==> config.mk <==
export PLATFORM = sky130hd
export DESIGN_NAME = csp_ctrl
export DESIGN_NICKNAME = d
export VERILOG_FILES = /design/src/pkg/csp_pkg.sv /design/src/hw/csp_ctrl.sv /design/src/hw/csp_sync3.sv
export SDC_FILE = /design/constraint.sdc
export NUM_CORES = 1
export LEC_CHECK = 0
export BUFFER_PORTS_ARGS = -buffer_cell sky130_fd_sc_hd__buf_2
export CORE_UTILIZATION = 45
export CTS_BUF_LIST = sky130_fd_sc_hd__clkbuf_16
export DETAILED_ROUTE_END_ITERATION = 10
export HOLD_SLACK_MARGIN = 0.08
export PLACE_DENSITY = 0.7
export SKIP_LAST_GASP = 1
export SYNTH_ARGS = -nofsm -noshare
export SYNTH_HDL_FRONTEND = slang
export SYNTH_SLANG_ARGS = --single-unit
==> constraint.sdc <==
create_clock -name clock -period 2 [get_ports clock]
set_clock_uncertainty 0.15 [all_clocks]
set_input_delay 0.2 -clock clock [delete_from_list [all_inputs] [get_ports clock]]
set_output_delay 0.2 -clock clock [all_outputs]
set_load 0.03 [all_outputs]
==> src/pkg/csp_pkg.sv <==
`default_nettype none
package csp_pkg;
    // Register byte offsets
    localparam logic [7:0] OFF_OSC = 8'h00;
    localparam logic [7:0] OFF_STAB = 8'h04;
    localparam logic [7:0] OFF_CFG = 8'h08;
    localparam logic [7:0] OFF_PLL = 8'h0c;
    localparam logic [7:0] OFF_IER = 8'h10;
    localparam logic [7:0] OFF_ISR = 8'h14;
    localparam logic [7:0] OFF_ICR = 8'h18;

    // Reset values
    localparam logic [31:0] OSC_RST = 32'h0000_0100;
    localparam logic [31:0] STAB_RST = 32'h0000_0003;
    localparam logic [31:0] CFG_RST = 32'h0000_0000;
    localparam logic [31:0] PLL_RST = 32'h0002_0260;
    localparam logic [31:0] IER_RST = 32'h0000_0000;
    localparam logic [5:0] IER_MASK = 6'h3b;

    // oscillator_control fields
    localparam int OSC_PLL_ON = 24;
    localparam int OSC_DRV_LO = 20;
    localparam int OSC_MON = 19;
    localparam int OSC_BYP = 17;
    localparam int OSC_FX_ON = 16;
    localparam int OSC_RCDIV_LO = 11;
    localparam int OSC_AWON = 9;
    localparam int OSC_RC_ON = 8;
    // clock_select_prescale fields
    localparam int CFG_CODIV_LO = 28;
    localparam int CFG_COSRC_LO = 24;
    localparam int CFG_APB2_LO = 16;
    localparam int CFG_APB1_LO = 12;
    localparam int CFG_AHB_LO = 8;
    localparam int CFG_SWS_LO = 3;
    localparam int CFG_SW_LO = 0;
    // pll_config fields
    localparam int PLL_DIV_LO = 17;
    localparam int PLL_GATE = 16;
    localparam int PLL_N_LO = 8;
    localparam int PLL_M_LO = 3;
    localparam int PLL_SRC = 0;
    // Flag bits in clock_irq_flags / clear register
    localparam int IRQ_PLL = 5;
    localparam int IRQ_FX = 4;
    localparam int IRQ_RC = 3;
    localparam int IRQ_LX = 1;
    localparam int IRQ_LR = 0;
    localparam int FAIL_FX = 8;
    localparam int FAIL_LX = 9;

    // System clock source codes, plus the reserved clock-out source code
    localparam logic [2:0] SYS_RC = 3'h0;
    localparam logic [2:0] SYS_FX = 3'h1;
    localparam logic [2:0] SYS_PLL = 3'h2;
    localparam logic [2:0] SYS_LR = 3'h3;
    localparam logic [2:0] SYS_LX = 3'h4;
    localparam logic [2:0] CO_RESERVED = 3'h2;

    // Crystal settle counts, in crystal cycles
    localparam int unsigned SETTLE_CYC_0 = 256;
    localparam int unsigned SETTLE_CYC_1 = 1024;
    localparam int unsigned SETTLE_CYC_2 = 4096;
    localparam int unsigned SETTLE_CYC_3 = 16384;

    typedef enum logic [1:0] {SETTLE_OFF, SETTLE_COUNT, SETTLE_DONE} csp_settle_type;

    typedef struct packed {
        logic fast_crystal_clk;
        logic fast_rc_ready;
        logic pll_lock_ready;
        logic slow_rc_ready;
        logic slow_crystal_ready;
        logic fast_crystal_fail;
        logic slow_crystal_fail;
    } csp_osc_stat_type;

    typedef struct packed {
        logic fast_crystal_enable;
        logic fast_crystal_bypass;
        logic [1:0] fast_crystal_drive;
        logic fast_crystal_monitor_active;
        logic fast_rc_run;
        logic pll_power_enable;
        logic pll_output_gate;
        logic pll_source_select;
    } csp_osc_ctrl_type;

    typedef struct packed {
        logic [3:0] fast_rc_div;
        logic [7:0] ahb_div;
        logic [4:0] apb1_div;
        logic [4:0] apb2_div;
        logic [7:0] clock_out_div;
        logic [2:0] clock_out_source;
        logic [2:0] system_clock_source;
        logic [3:0] pll_input_div;
        logic [5:0] pll_mult;
        logic [3:0] pll_post_div;
    } csp_clk_cfg_type;
endpackage
`default_nettype wire

==> src/hw/csp_ctrl.sv <==
// The APB slave port was left to the implementer.
`default_nettype none
module csp_ctrl #(
    parameter int unsigned SETTLE_CYC_0 = csp_pkg::SETTLE_CYC_0,
    parameter int unsigned SETTLE_CYC_1 = csp_pkg::SETTLE_CYC_1,
    parameter int unsigned SETTLE_CYC_2 = csp_pkg::SETTLE_CYC_2,
    parameter int unsigned SETTLE_CYC_3 = csp_pkg::SETTLE_CYC_3
) (
    input wire logic clock,
    input wire logic rstn,
    input wire logic psel,
    input wire logic penable,
    input wire logic pwrite,
    input wire logic [7:0] paddr,
    input wire logic [31:0] pwdata,
    output logic [31:0] prdata,
    output logic pready,
    output logic pslverr,
    input wire logic stop_entry,
    input wire csp_pkg::csp_osc_stat_type osc_status,
    output var csp_pkg::csp_osc_ctrl_type osc_ctrl,
    output var csp_pkg::csp_clk_cfg_type clk_cfg
);
    csp_pkg::csp_osc_stat_type st;
    csp_pkg::csp_settle_type settle_r;
    csp_pkg::csp_settle_type settle_nxt;
    logic pll_on_r, mon_r, byp_r, fx_on_r, awon_r, rc_on_r, gate_r, src_r, fxf_r, lxf_r, xclk_prev_r;
    logic [1:0] drv_r, rcdiv_r, settle_sel_r, pdiv_r;
    logic [2:0] codiv_r, cosrc_r, apb2_r, apb1_r, ahb_r, sws_r, sw_r, n_r;
    logic [4:0] m_r;
    logic [5:0] ier_r, rdyf_r, rdy_prev_r;
    logic [14:0] cnt_r;
    logic pll_on_nxt, fx_on_nxt, rc_on_nxt, mon_nxt, byp_nxt;
    logic [2:0] sws_nxt;
    logic [5:0] rdyf_nxt;

    // Oscillator status pins come from the analog side
    csp_sync3 #(
        .WIDTH(7)
    ) u_sync (
        .clock(clock),
        .rstn(rstn),
        .din(osc_status),
        .dout(st)
    );

    // Bus decode
    logic setup, wr_go, mapped;
    logic sel_osc, sel_stab, sel_cfg, sel_pll, sel_ier, sel_isr, sel_icr;
    logic wr_osc, wr_stab, wr_cfg, wr_pll, wr_ier, wr_icr, pll_locked;
    assign setup = psel & ~penable;
    assign wr_go = psel & penable & pready & pwrite;
    assign sel_osc = paddr == csp_pkg::OFF_OSC;
    assign sel_stab = paddr == csp_pkg::OFF_STAB;
    assign sel_cfg = paddr == csp_pkg::OFF_CFG;
    assign sel_pll = paddr == csp_pkg::OFF_PLL;
    assign sel_ier = paddr == csp_pkg::OFF_IER;
    assign sel_isr = paddr == csp_pkg::OFF_ISR;
    assign sel_icr = paddr == csp_pkg::OFF_ICR;
    assign mapped = sel_osc | sel_stab | sel_cfg | sel_pll | sel_ier | sel_isr | sel_icr;
    assign wr_osc = wr_go & sel_osc;
    assign wr_stab = wr_go & sel_stab;
    assign wr_cfg = wr_go & sel_cfg;
    assign wr_pll = wr_go & sel_pll;
    assign wr_ier = wr_go & sel_ier;
    assign wr_icr = wr_go & sel_icr;
    assign pll_locked = pll_on_r;

    // Ready and in-use conditions
    logic fx_rdy, rc_rdy, pll_rdy, sys_on_pll, fx_in_use, mon_active, fx_fail_evt, lx_fail_evt, xclk_edge;
    assign fx_rdy = fx_on_r & (settle_r == csp_pkg::SETTLE_DONE);
    assign rc_rdy = rc_on_r & st.fast_rc_ready;
    assign pll_rdy = pll_on_r & st.pll_lock_ready;
    assign sys_on_pll = sws_r == csp_pkg::SYS_PLL;
    assign fx_in_use = (sws_r == csp_pkg::SYS_FX) | (sys_on_pll & src_r);
    assign mon_active = mon_r & fx_rdy & ~fxf_r;
    assign fx_fail_evt = mon_active & st.fast_crystal_fail;
    assign lx_fail_evt = st.slow_crystal_fail;
    // Crystal edges seen through the synchroniser; crystal must stay at or below a quarter of the bus clock
    assign xclk_edge = st.fast_crystal_clk & ~xclk_prev_r;

    // Control bits with hardware overrides; Stop has the last word on the PLL, crystal and RC enables
    assign pll_on_nxt = stop_entry ? 1'b0 :
                        (fx_fail_evt & src_r) ? 1'b0 :
                        (wr_osc & (pwdata[csp_pkg::OSC_PLL_ON] | ~sys_on_pll)) ? pwdata[csp_pkg::OSC_PLL_ON] :
                        pll_on_r;
    assign fx_on_nxt = (stop_entry | fx_fail_evt) ? 1'b0 :
                       (wr_osc & ~(pwdata[csp_pkg::OSC_FX_ON] ? fxf_r : fx_in_use)) ? pwdata[csp_pkg::OSC_FX_ON] :
                       fx_on_r;
    // RC is the fallback on crystal failure, so hardware turns it on
    assign rc_on_nxt = stop_entry ? 1'b0 :
                       (fx_fail_evt & fx_in_use) ? 1'b1 :
                       (wr_osc & (pwdata[csp_pkg::OSC_RC_ON] | sws_r != csp_pkg::SYS_RC)) ? pwdata[csp_pkg::OSC_RC_ON] :
                       rc_on_r;
    assign mon_nxt = mon_r | (wr_osc & pwdata[csp_pkg::OSC_MON]);
    assign byp_nxt = (wr_osc & ~fx_on_r & ~fx_rdy) ? pwdata[csp_pkg::OSC_BYP] : byp_r;

    // System clock switch
    logic [2:0] sw_target;
    logic target_rdy;
    assign sw_target = (sw_r > csp_pkg::SYS_LX) ? csp_pkg::SYS_RC : sw_r;
    always_comb begin
        case (sw_target)
            csp_pkg::SYS_FX: target_rdy = fx_rdy;
            csp_pkg::SYS_PLL: target_rdy = pll_rdy;
            csp_pkg::SYS_LR: target_rdy = st.slow_rc_ready;
            csp_pkg::SYS_LX: target_rdy = st.slow_crystal_ready;
            default: target_rdy = rc_rdy;
        endcase
    end
    assign sws_nxt = (fx_fail_evt & fx_in_use) ? csp_pkg::SYS_RC :
                     (lx_fail_evt & sws_r == csp_pkg::SYS_LX) ? csp_pkg::SYS_LR :
                     target_rdy ? sw_target : sws_r;

    // Crystal settle counter
    logic [14:0] settle_last;
    always_comb begin
        case (settle_sel_r)
            2'h0: settle_last = 15'(SETTLE_CYC_0 - 1);
            2'h1: settle_last = 15'(SETTLE_CYC_1 - 1);
            2'h2: settle_last = 15'(SETTLE_CYC_2 - 1);
            default: settle_last = 15'(SETTLE_CYC_3 - 1);
        endcase
    end
    always_comb begin
        settle_nxt = settle_r;
        case (settle_r)
            csp_pkg::SETTLE_OFF: if (fx_on_r) settle_nxt = csp_pkg::SETTLE_COUNT;
            csp_pkg::SETTLE_COUNT: begin
                if (!fx_on_r) settle_nxt = csp_pkg::SETTLE_OFF;
                else if (xclk_edge && cnt_r == settle_last) settle_nxt = csp_pkg::SETTLE_DONE;
            end
            csp_pkg::SETTLE_DONE: if (!fx_on_r) settle_nxt = csp_pkg::SETTLE_OFF;
            default: settle_nxt = csp_pkg::SETTLE_OFF;
        endcase
    end

    // Ready flags: set beats a same-cycle clear
    logic [5:0] rdy_vec, rdy_clr;
    assign rdy_vec = {pll_rdy, fx_rdy, rc_rdy, 1'b0, st.slow_crystal_ready, st.slow_rc_ready};
    assign rdy_clr = wr_icr ? (pwdata[5:0] & csp_pkg::IER_MASK) : 6'h00;
    assign rdyf_nxt = (rdyf_r & ~rdy_clr) | (rdy_vec & ~rdy_prev_r & ier_r);

    // Read data
    logic [31:0] rd_osc, rd_cfg, rd_pll, rd_sel;
    assign rd_osc = {6'h0, pll_rdy, pll_on_r, 2'h0, drv_r, mon_r, fx_rdy, byp_r, fx_on_r,
                     3'h0, rcdiv_r, rc_rdy, awon_r, rc_on_r, 8'h00};
    assign rd_cfg = {1'b0, codiv_r, 1'b0, cosrc_r, 5'h00, apb2_r, 1'b0, apb1_r, 1'b0, ahb_r, 2'h0, sws_r, sw_r};
    assign rd_pll = {13'h0000, pdiv_r, gate_r, 5'h00, n_r, m_r, 2'h0, src_r};
    assign rd_sel = sel_osc ? rd_osc :
                    sel_stab ? {30'h0, settle_sel_r} :
                    sel_cfg ? rd_cfg :
                    sel_pll ? rd_pll :
                    sel_ier ? {26'h0, ier_r} :
                    sel_isr ? {22'h0, lxf_r, fxf_r, 2'h0, rdyf_r} : 32'h0000_0000;

    // APB slave: answer registered in setup, one wait-free access cycle
    always_ff @(posedge clock or negedge rstn) begin
        if (!rstn) begin
            prdata <= 32'h0000_0000;
            pready <= 1'b0;
            pslverr <= 1'b0;
        end else begin
            prdata <= (setup & ~pwrite) ? rd_sel : 32'h0000_0000;
            pready <= setup;
            pslverr <= setup & ~mapped;
        end
    end

    // Oscillator control register
    always_ff @(posedge clock or negedge rstn) begin
        if (!rstn) begin
            pll_on_r <= csp_pkg::OSC_RST[csp_pkg::OSC_PLL_ON];
            drv_r <= csp_pkg::OSC_RST[csp_pkg::OSC_DRV_LO +: 2];
            mon_r <= csp_pkg::OSC_RST[csp_pkg::OSC_MON];
            byp_r <= csp_pkg::OSC_RST[csp_pkg::OSC_BYP];
            fx_on_r <= csp_pkg::OSC_RST[csp_pkg::OSC_FX_ON];
            rcdiv_r <= csp_pkg::OSC_RST[csp_pkg::OSC_RCDIV_LO +: 2];
            awon_r <= csp_pkg::OSC_RST[csp_pkg::OSC_AWON];
            rc_on_r <= csp_pkg::OSC_RST[csp_pkg::OSC_RC_ON];
        end else begin
            pll_on_r <= pll_on_nxt;
            fx_on_r <= fx_on_nxt;
            rc_on_r <= rc_on_nxt;
            mon_r <= mon_nxt;
            byp_r <= byp_nxt;
            if (wr_osc) begin
                drv_r <= pwdata[csp_pkg::OSC_DRV_LO +: 2];
                rcdiv_r <= pwdata[csp_pkg::OSC_RCDIV_LO +: 2];
                awon_r <= pwdata[csp_pkg::OSC_AWON];
            end
        end
    end

    // Settle, configuration and PLL registers
    always_ff @(posedge clock or negedge rstn) begin
        if (!rstn) begin
            settle_sel_r <= csp_pkg::STAB_RST[1:0];
            codiv_r <= csp_pkg::CFG_RST[csp_pkg::CFG_CODIV_LO +: 3];
            cosrc_r <= csp_pkg::CFG_RST[csp_pkg::CFG_COSRC_LO +: 3];
            apb2_r <= csp_pkg::CFG_RST[csp_pkg::CFG_APB2_LO +: 3];
            apb1_r <= csp_pkg::CFG_RST[csp_pkg::CFG_APB1_LO +: 3];
            ahb_r <= csp_pkg::CFG_RST[csp_pkg::CFG_AHB_LO +: 3];
            sws_r <= csp_pkg::CFG_RST[csp_pkg::CFG_SWS_LO +: 3];
            sw_r <= csp_pkg::CFG_RST[csp_pkg::CFG_SW_LO +: 3];
            pdiv_r <= csp_pkg::PLL_RST[csp_pkg::PLL_DIV_LO +: 2];
            gate_r <= csp_pkg::PLL_RST[csp_pkg::PLL_GATE];
            n_r <= csp_pkg::PLL_RST[csp_pkg::PLL_N_LO +: 3];
            m_r <= csp_pkg::PLL_RST[csp_pkg::PLL_M_LO +: 5];
            src_r <= csp_pkg::PLL_RST[csp_pkg::PLL_SRC];
        end else begin
            if (wr_stab && !fx_on_r) settle_sel_r <= pwdata[1:0];
            if (wr_cfg) begin
                codiv_r <= pwdata[csp_pkg::CFG_CODIV_LO +: 3];
                cosrc_r <= pwdata[csp_pkg::CFG_COSRC_LO +: 3];
                apb2_r <= pwdata[csp_pkg::CFG_APB2_LO +: 3];
                apb1_r <= pwdata[csp_pkg::CFG_APB1_LO +: 3];
                ahb_r <= pwdata[csp_pkg::CFG_AHB_LO +: 3];
                sw_r <= pwdata[csp_pkg::CFG_SW_LO +: 3];
            end
            sws_r <= sws_nxt;
            if (stop_entry) gate_r <= 1'b0;
            else if (wr_pll) gate_r <= pwdata[csp_pkg::PLL_GATE];
            if (wr_pll && !pll_locked) begin
                pdiv_r <= pwdata[csp_pkg::PLL_DIV_LO +: 2];
                n_r <= pwdata[csp_pkg::PLL_N_LO +: 3];
                m_r <= pwdata[csp_pkg::PLL_M_LO +: 5];
                src_r <= pwdata[csp_pkg::PLL_SRC];
            end
        end
    end

    // Interrupt enables, flags, settle state
    always_ff @(posedge clock or negedge rstn) begin
        if (!rstn) begin
            ier_r <= csp_pkg::IER_RST[5:0];
            rdyf_r <= 6'h00;
            rdy_prev_r <= 6'h00;
            fxf_r <= 1'b0;
            lxf_r <= 1'b0;
            settle_r <= csp_pkg::SETTLE_OFF;
            cnt_r <= 15'h0000;
            xclk_prev_r <= 1'b0;
        end else begin
            if (wr_ier) ier_r <= pwdata[5:0] & csp_pkg::IER_MASK;
            rdyf_r <= rdyf_nxt;
            rdy_prev_r <= rdy_vec;
            fxf_r <= fx_fail_evt | (fxf_r & ~(wr_icr & pwdata[csp_pkg::FAIL_FX]));
            lxf_r <= lx_fail_evt | (lxf_r & ~(wr_icr & pwdata[csp_pkg::FAIL_LX]));
            settle_r <= settle_nxt;
            xclk_prev_r <= st.fast_crystal_clk;
            if (settle_r != csp_pkg::SETTLE_COUNT) cnt_r <= 15'h0000;
            else if (xclk_edge) cnt_r <= cnt_r + 15'h0001;
        end
    end

    // Registered outputs toward the clock tree
    always_ff @(posedge clock or negedge rstn) begin
        if (!rstn) begin
            osc_ctrl <= '0;
            clk_cfg <= '0;
        end else begin
            osc_ctrl.fast_crystal_enable <= fx_on_r;
            osc_ctrl.fast_crystal_bypass <= byp_r;
            osc_ctrl.fast_crystal_drive <= drv_r;
            osc_ctrl.fast_crystal_monitor_active <= mon_active;
            osc_ctrl.fast_rc_run <= rc_on_r | awon_r;
            osc_ctrl.pll_power_enable <= pll_on_r;
            osc_ctrl.pll_output_gate <= gate_r;
            osc_ctrl.pll_source_select <= src_r;
            clk_cfg.fast_rc_div <= 4'h1 << rcdiv_r;
            clk_cfg.ahb_div <= 8'h01 << ahb_r;
            clk_cfg.apb1_div <= apb1_r[2] ? (5'h02 << apb1_r[1:0]) : 5'h01;
            clk_cfg.apb2_div <= apb2_r[2] ? (5'h02 << apb2_r[1:0]) : 5'h01;
            clk_cfg.clock_out_div <= 8'h01 << codiv_r;
            clk_cfg.clock_out_source <= (cosrc_r == csp_pkg::CO_RESERVED) ? 3'h0 : cosrc_r;
            clk_cfg.system_clock_source <= sws_r;
            clk_cfg.pll_input_div <= (n_r == 3'h0) ? 4'h8 : {1'b0, n_r};
            clk_cfg.pll_mult <= (m_r == 5'h00) ? 6'h20 : {1'b0, m_r};
            clk_cfg.pll_post_div <= 4'h1 << pdiv_r;
        end
    end
endmodule
`default_nettype wire

==> src/hw/csp_sync3.sv <==
`default_nettype none
// Three-stage synchroniser; a bit moves only once stages two and three agree
module csp_sync3 #(
    parameter int WIDTH = 7
) (
    input wire logic clock,
    input wire logic rstn,
    input wire logic [WIDTH-1:0] din,
    output logic [WIDTH-1:0] dout
);
    logic [WIDTH-1:0] s1_r;
    logic [WIDTH-1:0] s2_r;
    logic [WIDTH-1:0] s3_r;
    logic [WIDTH-1:0] agree;

    assign agree = s2_r ~^ s3_r;

    always_ff @(posedge clock or negedge rstn) begin
        if (!rstn) begin
            s1_r <= '0;
            s2_r <= '0;
            s3_r <= '0;
            dout <= '0;
        end else begin
            s1_r <= din;
            s2_r <= s1_r;
            s3_r <= s2_r;
            dout <= (agree & s3_r) | (~agree & dout);
        end
    end
endmodule
`default_nettype wire

# == Word level (Yosys, flattened, before mapping) ==
# Index checks and enable logic that the tools add are counted.
# totals
input_bits,53
register_bits,201
output_inout_bits,93
wordCells,209
# op_classes
eq_ne,23
n_reduce_logical,18
n_lt_le_gt_ge,1
bitwise_logic,69
shift,6
add_sub_neg,1
n_mux,37
# op_table
cell,count
31-bit 2-to-1 mux,4
14-bit one-hot mux with 3 select lines,1
1-bit AND,33
15-bit 2-to-1 mux,2
"8-bit by 5-bit equality test with 1-bit output, second input constant",3
10-bit 2-to-1 mux,2
19-bit 2-to-1 mux,1
6-bit AND,3
"8-bit by 4-bit equality test with 1-bit output, second input constant",2
"1-bit by 3-bit << shifter with 8-bit output, first input constant",2
"15-bit by 1-bit adder with 15-bit output, second input constant",1
15-bit equality test,1
3-bit 2-to-1 mux,5
7-bit AND,2
1-bit bitwise OR,14
"3-bit by 2-bit equality test with 1-bit output, second input constant",4
6-bit 2-to-1 mux,2
6-bit inverter,2
3-bit nonzero test,4
1-bit 2-to-1 mux,11
1-bit inverter,11
5-bit 2-to-1 mux,2
"2-bit by 2-bit << shifter with 5-bit output, first input constant",2
"8-bit by 3-bit equality test with 1-bit output, second input constant",1
other kinds (25),40

# == Longest topological paths before layout ==
# Gate-level depths: netlist of run 1.
# depth
depth_word,9
depth_mapped,8
ltp_nobuf,6

# == Hierarchy ==
# A second synthesis of run 1 with hierarchy kept.
# unflattened
hier_cells,574
area_unflattened_um2,7460.9
# by_module_without_submodules
mod,instances,cells_each,seq_area_each_um2,area_each_um2
csp_ctrl,1,539,4212.8,6681.4
csp_sync3,1,35,700.7,779.5

# == Worst setup path before layout of run 1 ==
# Ideal clock, no wire load.
# synth_timing
kind,register to register
startpoint,register cnt_r[0]
endpoint,register settle_r[0]
stages_incl_launch_ff,7
setup_ns,0.118
path_slack_ns,0.029
arrival_ns,1.704
path_buffers,1
period_less_slack_ns,1.971
required_time_ns,1.732
path_cell_list,dfrtp_1 > ha_1 > and4b_1 > or3b_1 > clkbuf_1 > a2111o_1 > nor2b_1
# synth_via
elab_chain_cells,4
# synth_lines
item,line_no,source
from (decl),csp_ctrl.sv:32,logic [14:0] cnt_r;
from (signal assigned),csp_ctrl.sv:253,else if (xclk_edge) cnt_r <= cnt_r + 15'h0001;
15-bit equality test,csp_ctrl.sv:131,else if (xclk_edge && cnt_r == settle_last) settle_nxt = csp_pkg::SETTLE_DONE;
1-bit logical AND,csp_ctrl.sv:131,
3-bit != test (no line),-,
3-bit AND reduction (no line),-,
to (signal assigned),csp_ctrl.sv:241,settle_r <= csp_pkg::SETTLE_OFF;
to (signal assigned),csp_ctrl.sv:250,settle_r <= settle_nxt;
to (decl),csp_ctrl.sv:25,csp_pkg::csp_settle_type settle_r;
# No other way between the ends.
# A chain may end at the register's enable or synchronous reset.

# == Worst setup path after layout of run 1 ==
# layout_timing
startpoint,register cnt_r[1]
endpoint,register settle_r[0]
# Same word-level chain as after synthesis.

==> results of run 1 <==
-- cell usage after synthesis, drive strengths merged, types with 8 or more instances --
master  number
and2        23
a21oi       19
nor3b       11
nand2b       8
dfrtp      189
buf         14
clkbuf      22
nor2        37
nor2b        9
nand2       54
nand3        9
mux2        41
inv         10
and3        10
o21ai       16
nor3        15
-- critical path, stage by stage (launching register included) --
cell,delay (ps)
dfrtp_1,360
ha_2,180
and4b_1,200
or3b_4,420
a2111o_1,390
nor2b_4,140
-- area by class of cell --
cell class	instances	area (um^2)
Clock inverter	15	145.1
Tap cell	216	270.3
Clock buffer	17	425.4
Fill cell	1269	6451
Inverter	10	37.54
Sequential cell	196	4913
Multi-Input combinational cell	346	2340
Timing Repair Buffer	210	1418
-- metal layers --
metal | GRT usage | wire, um
met2 | 0.3238 | 8015
met5 | 0 | 0
met3 | 0.04235 | 776
met4 | 0.09466 | 418
met1 | 0.2680 | 7068
-- state kept, by name, summed over array words and instances (netlist names), 5 cells and up, named ones only --
signal and flops:
cnt_r 15, u_sync.s2_r 7, u_sync.s3_r 7, m_r 5, rdy_prev_r 5, osc_ctrl 9
ier_r 5, prdata 27, u_sync.s1_r 7, clk_cfg 50, rdyf_r 5
-- placed cells by master, fill, tap and decap left out, drive strengths merged, types with 3 or more instances in the layout --
cell / instances
a2111oi: 3
a211oi: 3
a21o: 4
a21oi: 19
a22o: 3
a31oi: 5
a32o: 5
and2: 23
and3: 10
and3b: 4
and4: 4
buf: 166
clkbuf: 18
clkinv: 6
conb: 5
dfrtp: 189
dfstp: 7
dlygate4sd3: 43
inv: 16
maj3: 7
mux2: 41
mux2i: 3
nand2: 54
nand2b: 8
nand3: 9
nand3b: 6
nand4: 6
nor2: 37
nor2b: 9
nor3: 15
nor3b: 11
nor4: 3
o21ai: 16
or3: 5
xnor2: 5
xor2: 7
-- power by group through the flow --
stage	sequential (W)	combinational, W	clock (W)
2_1_floorplan	0.00422	0.000140	0
3_3_place_gp	0.00419	0.000435	0
3_5_place_dp	0.00419	0.000447	0
4_1_cts	0.00412	0.000517	0.00334
5_1_grt	0.00413	0.000559	0.00353
6_report	0.00412	0.000509	0.00329
-- logic make-up (layout without fill, tap and decap cells) --
group,after synthesis,in the layout,synth area share
flip-flops,196,196,0.6617
AO/OA/AOI/OAI,68,68,0.05999
XOR/XNOR,12,12,0.01415
multiplexers,44,44,0.07127
adder cells (fa/ha/maj),8,8,0.01112
buffers and inverters,46,252,0.02881
AND/OR/NAND/NOR,209,209,0.1525
other,1,5,0.0005050
-- through the flow --
stage	util	setup WS (ps)	area, um^2	hold slack [ps]
floorplan	-	28.68	7441	-245.6
global placement	0.5329	43.98	8527	57.94
detailed placement	0.5329	23.86	8527	68.23
CTS	0.5955	10.78	9528	148.4
global route	0.5968	-3.484	9549	198.0
finish	0.5968	65.18	9549	152.7
-- timing repair --
action / CTS / global route
resized for setup: 0 / 8
setup endpoints to repair: 0 / 22
endpoints found under the hold margin: 265 / 0
hold buffers: 43 / 0
-- final timing paths --
| check | start | endpoint | slack, ps | depth (start not counted) |
|---|---|---|---|---|
| worst max-delay path | cnt_r[1] | settle_r[0] | 70 | 5 |
| worst min-delay path | rstn | clk_cfg[4] | 150 | 2 |
| worst max register to register | cnt_r[1] | settle_r[0] | 70 | 5 |
| worst min register to register | u_sync.s1_r[1] | u_sync.s2_r[1] | 200 | 0 |
| max in group asynchronous | rstn | rc_on_r | 820 | 3 |
| min in group clock | paddr[6] | prdata[9] | 190 | 4 |
==> metrics.md, run 1 <==
| Metric | Value |
|---|---|
| Status | finished clean |
| IO buf count | 135 |
| Register clock-pin slew on the reported worst setup and hold paths | roughly 70 ps |
| Vias per cell | 5.079 |
| Post-synth ARST share | 1.000 |
| Final hold vios | 0 |
| Maximum clock rate | 0.5168 GHz |
| Post-Syn Instances | 584 |
| ANT nets after route | 0 |
| Postcts setup bufs | 0 |
| Total power draw | roughly 0.008 W |
| Top post-synthesis cells by area | dfrtp_1, mux2_2, nand2_1 |
| LEAKAGE | 4.794 nW |
| Post-DP HPWL | between 10000 and 15000 um |
| Worst hold-check path type | primary input to async pin |
| Detailed Route Iter0 Violations | 413 |
| Global-route wire length before repair | 25580 um |
| Arr. time, crit path | 2110 ps |
| Sequential area share after synthesis | 0.6617 |
| RSZ-0062 raised after global routing | true |
| Peak fanout along the critical path | 6 |
| Max Slew Vio Count | 0 |
| Worst slew pin tran | between 500 and 600 ps |
| Synth top area share | 0.6369 |
| Via count of the routed design | 5130 |
| Num rows | 46 |
| Switching power total | 0.001897 W |
| Antenna diode count | 0 |
| Vias in the first global route | 5039 |
| Clock share of power | 0.415 |
| CP Data Required Time | 2180 ps |
| Initial Util | 0.4641 |
| I/O Pins | 146 |
| Maximum root-to-sink buffer count | 2 |
| Max Cap Viol | 0 |
| Final Setup Violations | 0 |
| Grt total ovfl | 0 |
| Number of buffers created by CTS | 17 |
| P per Cell Area | 829.0 nW/um^2 |
| CP Class | flop to flop |
| Non-Filler Instances | 1010 |
| Internal | 0.006019 W |
| Final WL | ~16000 um |
| Logic pwr share | 0.064 |
| Number of synthesized flops with an enable pin | 0 |
| Synthesized area | 7426 um^2 |
| H-Tree Depth | 4 |
| DRT Pass-1 Iters | 4 |
| Flop pwr share | 0.520 |
| Synth Flop Type | dfrtp_1 |
| Die height | 130.5 um |
| Die width | 130.5 um |
| Synth area leader | dfrtp_1 |
| Sw frac | 0.2397 |
| Clock Sinks | 196 |
| DP Cell Count | 935 |
| Full die area | 17020 um^2 |
| CP Launch Type | flop |
| Synth Register Bits | 196 |
| Initial antenna violation count | 0 |
| Setup crit end kind | flop |
| Period utilization | 0.9674 |
| Core area | about 16000 um^2 |
| Largest net degree at the start of global routing | 57 |
| Yosys warns | 0 |
| GRT Total Usage | 0.2031 |
| Root Driver | clkbuf_16 |
| TritonCTS clock tree | yes |
| Slew headroom | 0.6262 |
| Syn-to-layout area delta | 28.59% |
| Post-synth cell types | 55 |
| Clock latency on the worst-skew pair | 430 ps |
| Worst VDD drop | around 0.64 mV |
| Layout cells sized above 1 | 0.3262 |
| Nets | 835 |
| Setup TNS | 0 ps |
| Minimum clock period | 1935 ps |
| DR WL/cell | 16.12 um |
| Syn Area/Cell | ~13 um^2 |
| Final GP Congestion | ~0.85 |
| Drt drc | 0 |
Power figures use the tool's default switching activity.
==> run 2, diff against run 1 <==
CELL_PAD_IN_SITES_DETAIL_PLACEMENT = 1   (was not set)
CELL_PAD_IN_SITES_GLOBAL_PLACEMENT = 1   (was not set)
CORE_UTILIZATION = 39   (was 45)
PLACE_DENSITY = 0.74   (was 0.7)
SETUP_SLACK_MARGIN = 0.1   (was not set)
==> run 2 against run 1 <==
Against the previous run:
- total power increased by 3.6%
- sequential cell count is the same
- wire length grew 19%
- die area up 15%
- maximum frequency increased by 0.24%
- cell count rose by 2.3%
- hold slack worse by 40 ps
- final area grew 1.5%
- sequential power about the same
- sequential share of layout area fell by 0.78 points
- combinational power rose by 2%
- non-clock buffer count grew 4
- largest power group unchanged
- critical path type unchanged
==> metrics.md, run 2 (synthesis results as in run 1) <==
| Metric | Value |
|---|---|
| Layout cells sized above 1 | 0.3383 (+0.01215) |
| Clock share of power | 0.434 (+0.019) |
| Number of buffers created by CTS | 17 (unchanged) |
| Top flop regs | clk_cfg: 50 flops, prdata: 27 flops, cnt_r: 15 flops |
| Arr. time, crit path | 2120 ps (about the same) |
| I/O Pins | 146 (unchanged) |
| Worst hold-check path type | primary input to flop |
| Num rows | 50 (+8.7%) |
| Final Setup Violations | 0 (unchanged) |
| CP Data Required Time | 2190 ps (about the same) |
| Final WS setup | 69.82 ps (+4.637 ps) |
| Status | finished clean |
| CP Launch Type | flop |
| Logic pwr share | 0.063 (about the same) |
| Slew headroom | 0.5934 (-0.03278) |
| P per Cell Area | 845.5 nW/um^2 (+2.0%) |
| IO buf count | 135 (unchanged) |
| Maximum root-to-sink buffer count | 2 (unchanged) |
| Drt drc | 0 (unchanged) |
| Period utilization | 0.9651 (-0.002319) |
| Commonest non-fill, non-tap cells in the layout | dfrtp_1, buf_2, nand2_1 |
| Final hold vios | 0 (unchanged) |
| Largest register FFs | 50 (unchanged) |
| Nets | 839 (+0.48%) |
| Reg with most FFs | clk_cfg |
| Clock latency on the worst-skew pair | 450 ps (+20 ps) |
| Final WL | 19340 um (+19%) |
| DRT Pass-1 Iters | 4 (unchanged) |
| Internal | 0.006089 W (+1.2%) |
| Maximum clock rate | 0.5181 GHz (+0.24%) |
| Vias per cell | 5.034 (-0.89%) |
| Design area | 9696 um^2 (+1.5%) |
| Fillers | 1974 (+56%) |
| Flop pwr share | 0.503 (-0.017) |
| Syn-to-layout area delta | 30.56% |
| Sw frac | 0.2572 (+0.01750) |
| Pre-CTS setup slack | -19.59 ps (-43.45 ps) |
| Initial antenna violation count | 1 (+1) |
| DR WL/cell | 18.72 um (+16%) |
| Detailed Route Iter0 Violations | 252 (-39%) |
| Worst VDD drop | 0.8151 mV (+27%) |
| Final GP Congestion | 0.8370 (-1.3%) |
| H-Tree Depth | 4 (unchanged) |
| Non-Filler Instances | 1033 (+2.3%) |
| Max Cap Viol | 0 (unchanged) |
| TritonCTS clock tree | yes |
| Core area | 18710 um^2 (+17%) |
| Initial Util | 0.3970 (-0.06712) |
| Die width | 140.0 um (+7.3%) |
| Full die area | 19600 um^2 (+15%) |
| Vias in the first global route | 5822 (+16%) |
| Grt total ovfl | 0 (unchanged) |
| ANT nets after route | 0 (unchanged) |
| Post-DP HPWL | 13490 um (+18%) |
| Setup crit end kind | flop |
| Peak fanout along the critical path | 6 (unchanged) |
| Via count of the routed design | 5200 (+1.4%) |
| Switching power total | 0.002108 W (+11%) |
| Placed Area | 8539 um^2 (+0.15%) |
| Leading cell type in the layout, fill and taps excluded | dfrtp_1 |
| Setup TNS | 0 ps (unchanged) |
| Post-layout util | 0.5183 (-0.07848) |
| GRT Total Usage | 0.2088 (+0.005725) |
| CP Class | flop to flop |
| Die height | 140.0 um (+7.3%) |
| Clock Sinks | 196 (unchanged) |
| Largest net degree at the start of global routing | 66 (+16%) |
| DP Cell Count | 951 (+1.7%) |
| RSZ-0062 raised after global routing | true |
| Global-route wire length before repair | 31050 um (+21%) |
| LEAKAGE | 4.830 nW (+0.75%) |
| Minimum clock period | 1930 ps (-4.637 ps) |
| Root Driver | clkbuf_16 |
| Max Slew Vio Count | 0 (unchanged) |
| Register clock-pin slew on the reported worst setup and hold paths | 80 ps (about the same) |
| Worst slew pin tran | 609.9 ps (+49.18 ps) |
==> run 2: cell count changes in the layout (fill, tap and decap cells not counted), moves of 3 or more <==
cell      delta
clkinv_4     -3
nor2_1       -3
a21oi_1      -3
a21oi_2      +3
clkinv_8     +5
==> run 2: worst max-delay path, stage by stage, from the launching register on <==
cell      delay [ps]
dfrtp_1          360
ha_2             170
and4b_1          200
or3b_4           420
a2111o_1         380
nor2b_1          140
==> run 2: metrics by stage <==
stage | total power, W | hold slack [ps]
3_5_place_dp | 0.004641 | 95.81
3_3_place_gp | 0.004623 | 83.94
5_1_grt | 0.008477 | 107.3
2_1_floorplan | 0.004365 | -245.6
4_1_cts | 0.008273 | 80.21
6_report | 0.008197 | 112.6
==> run 2: repair_timing <==
item,CTS,global route
resized for setup,2,14
endpoints found under the hold margin,265,0
endpoints found under the setup margin,7,24
gates cloned,0,0
pin swaps,2,4
hold buffers,43,0
buffers inserted,3,3
==> run 2: power by group through the flow <==
stage                     combinational, W  clock [W]  sequential, W
final                             0.000519    0.00355        0.00412
after global routing              0.000567    0.00378        0.00413
after CTS                         0.000518    0.00363        0.00412
after detailed placement          0.000446          0        0.00420
after global placement            0.000431          0        0.00419
after floorplan                   0.000140          0        0.00422
==> run 2: layout make-up <==
class,instances,area (um^2),share of cell area
multi-input cells,346,2366,0.2440
well taps,234,292.8,0.03020
clock inverters,15,202.7,0.02091
diodes,1,2.502,0.0002581
clock buffers,17,425.4,0.04388
repair buffers,214,1455,0.1501
flip-flops and latches,196,4913,0.5068
inverters,10,37.54,0.003871
==> run 2: worst paths after layout <==
path                       depth (start not counted)            from  slack [ps]        endpoint
max in group asynchronous                          3            rstn         860       pdiv_r[0]
max reg2reg                                        5        cnt_r[0]          70     settle_r[0]
max                                                5        cnt_r[0]          70     settle_r[0]
min in group asynchronous                          2            rstn         160   rdy_prev_r[3]
min                                                3          pwrite         110       prdata[1]
min reg2reg                                        0  u_sync.s1_r[5]         200  u_sync.s2_r[5]
==> run 2: metal layers <==
| layer | share of wire | vias to the layer above | track usage |
|---|---|---|---|
| met3 | 0.040 | 33 | 0.04581 |
| met2 | 0.52 | 128 | 0.3650 |
| met4 | 0.023 | 0 | 0.08907 |
| met5 | 0 | - | 0 |
| li1 | - | 2387 | - |
| met1 | 0.42 | 2652 | 0.2484 |
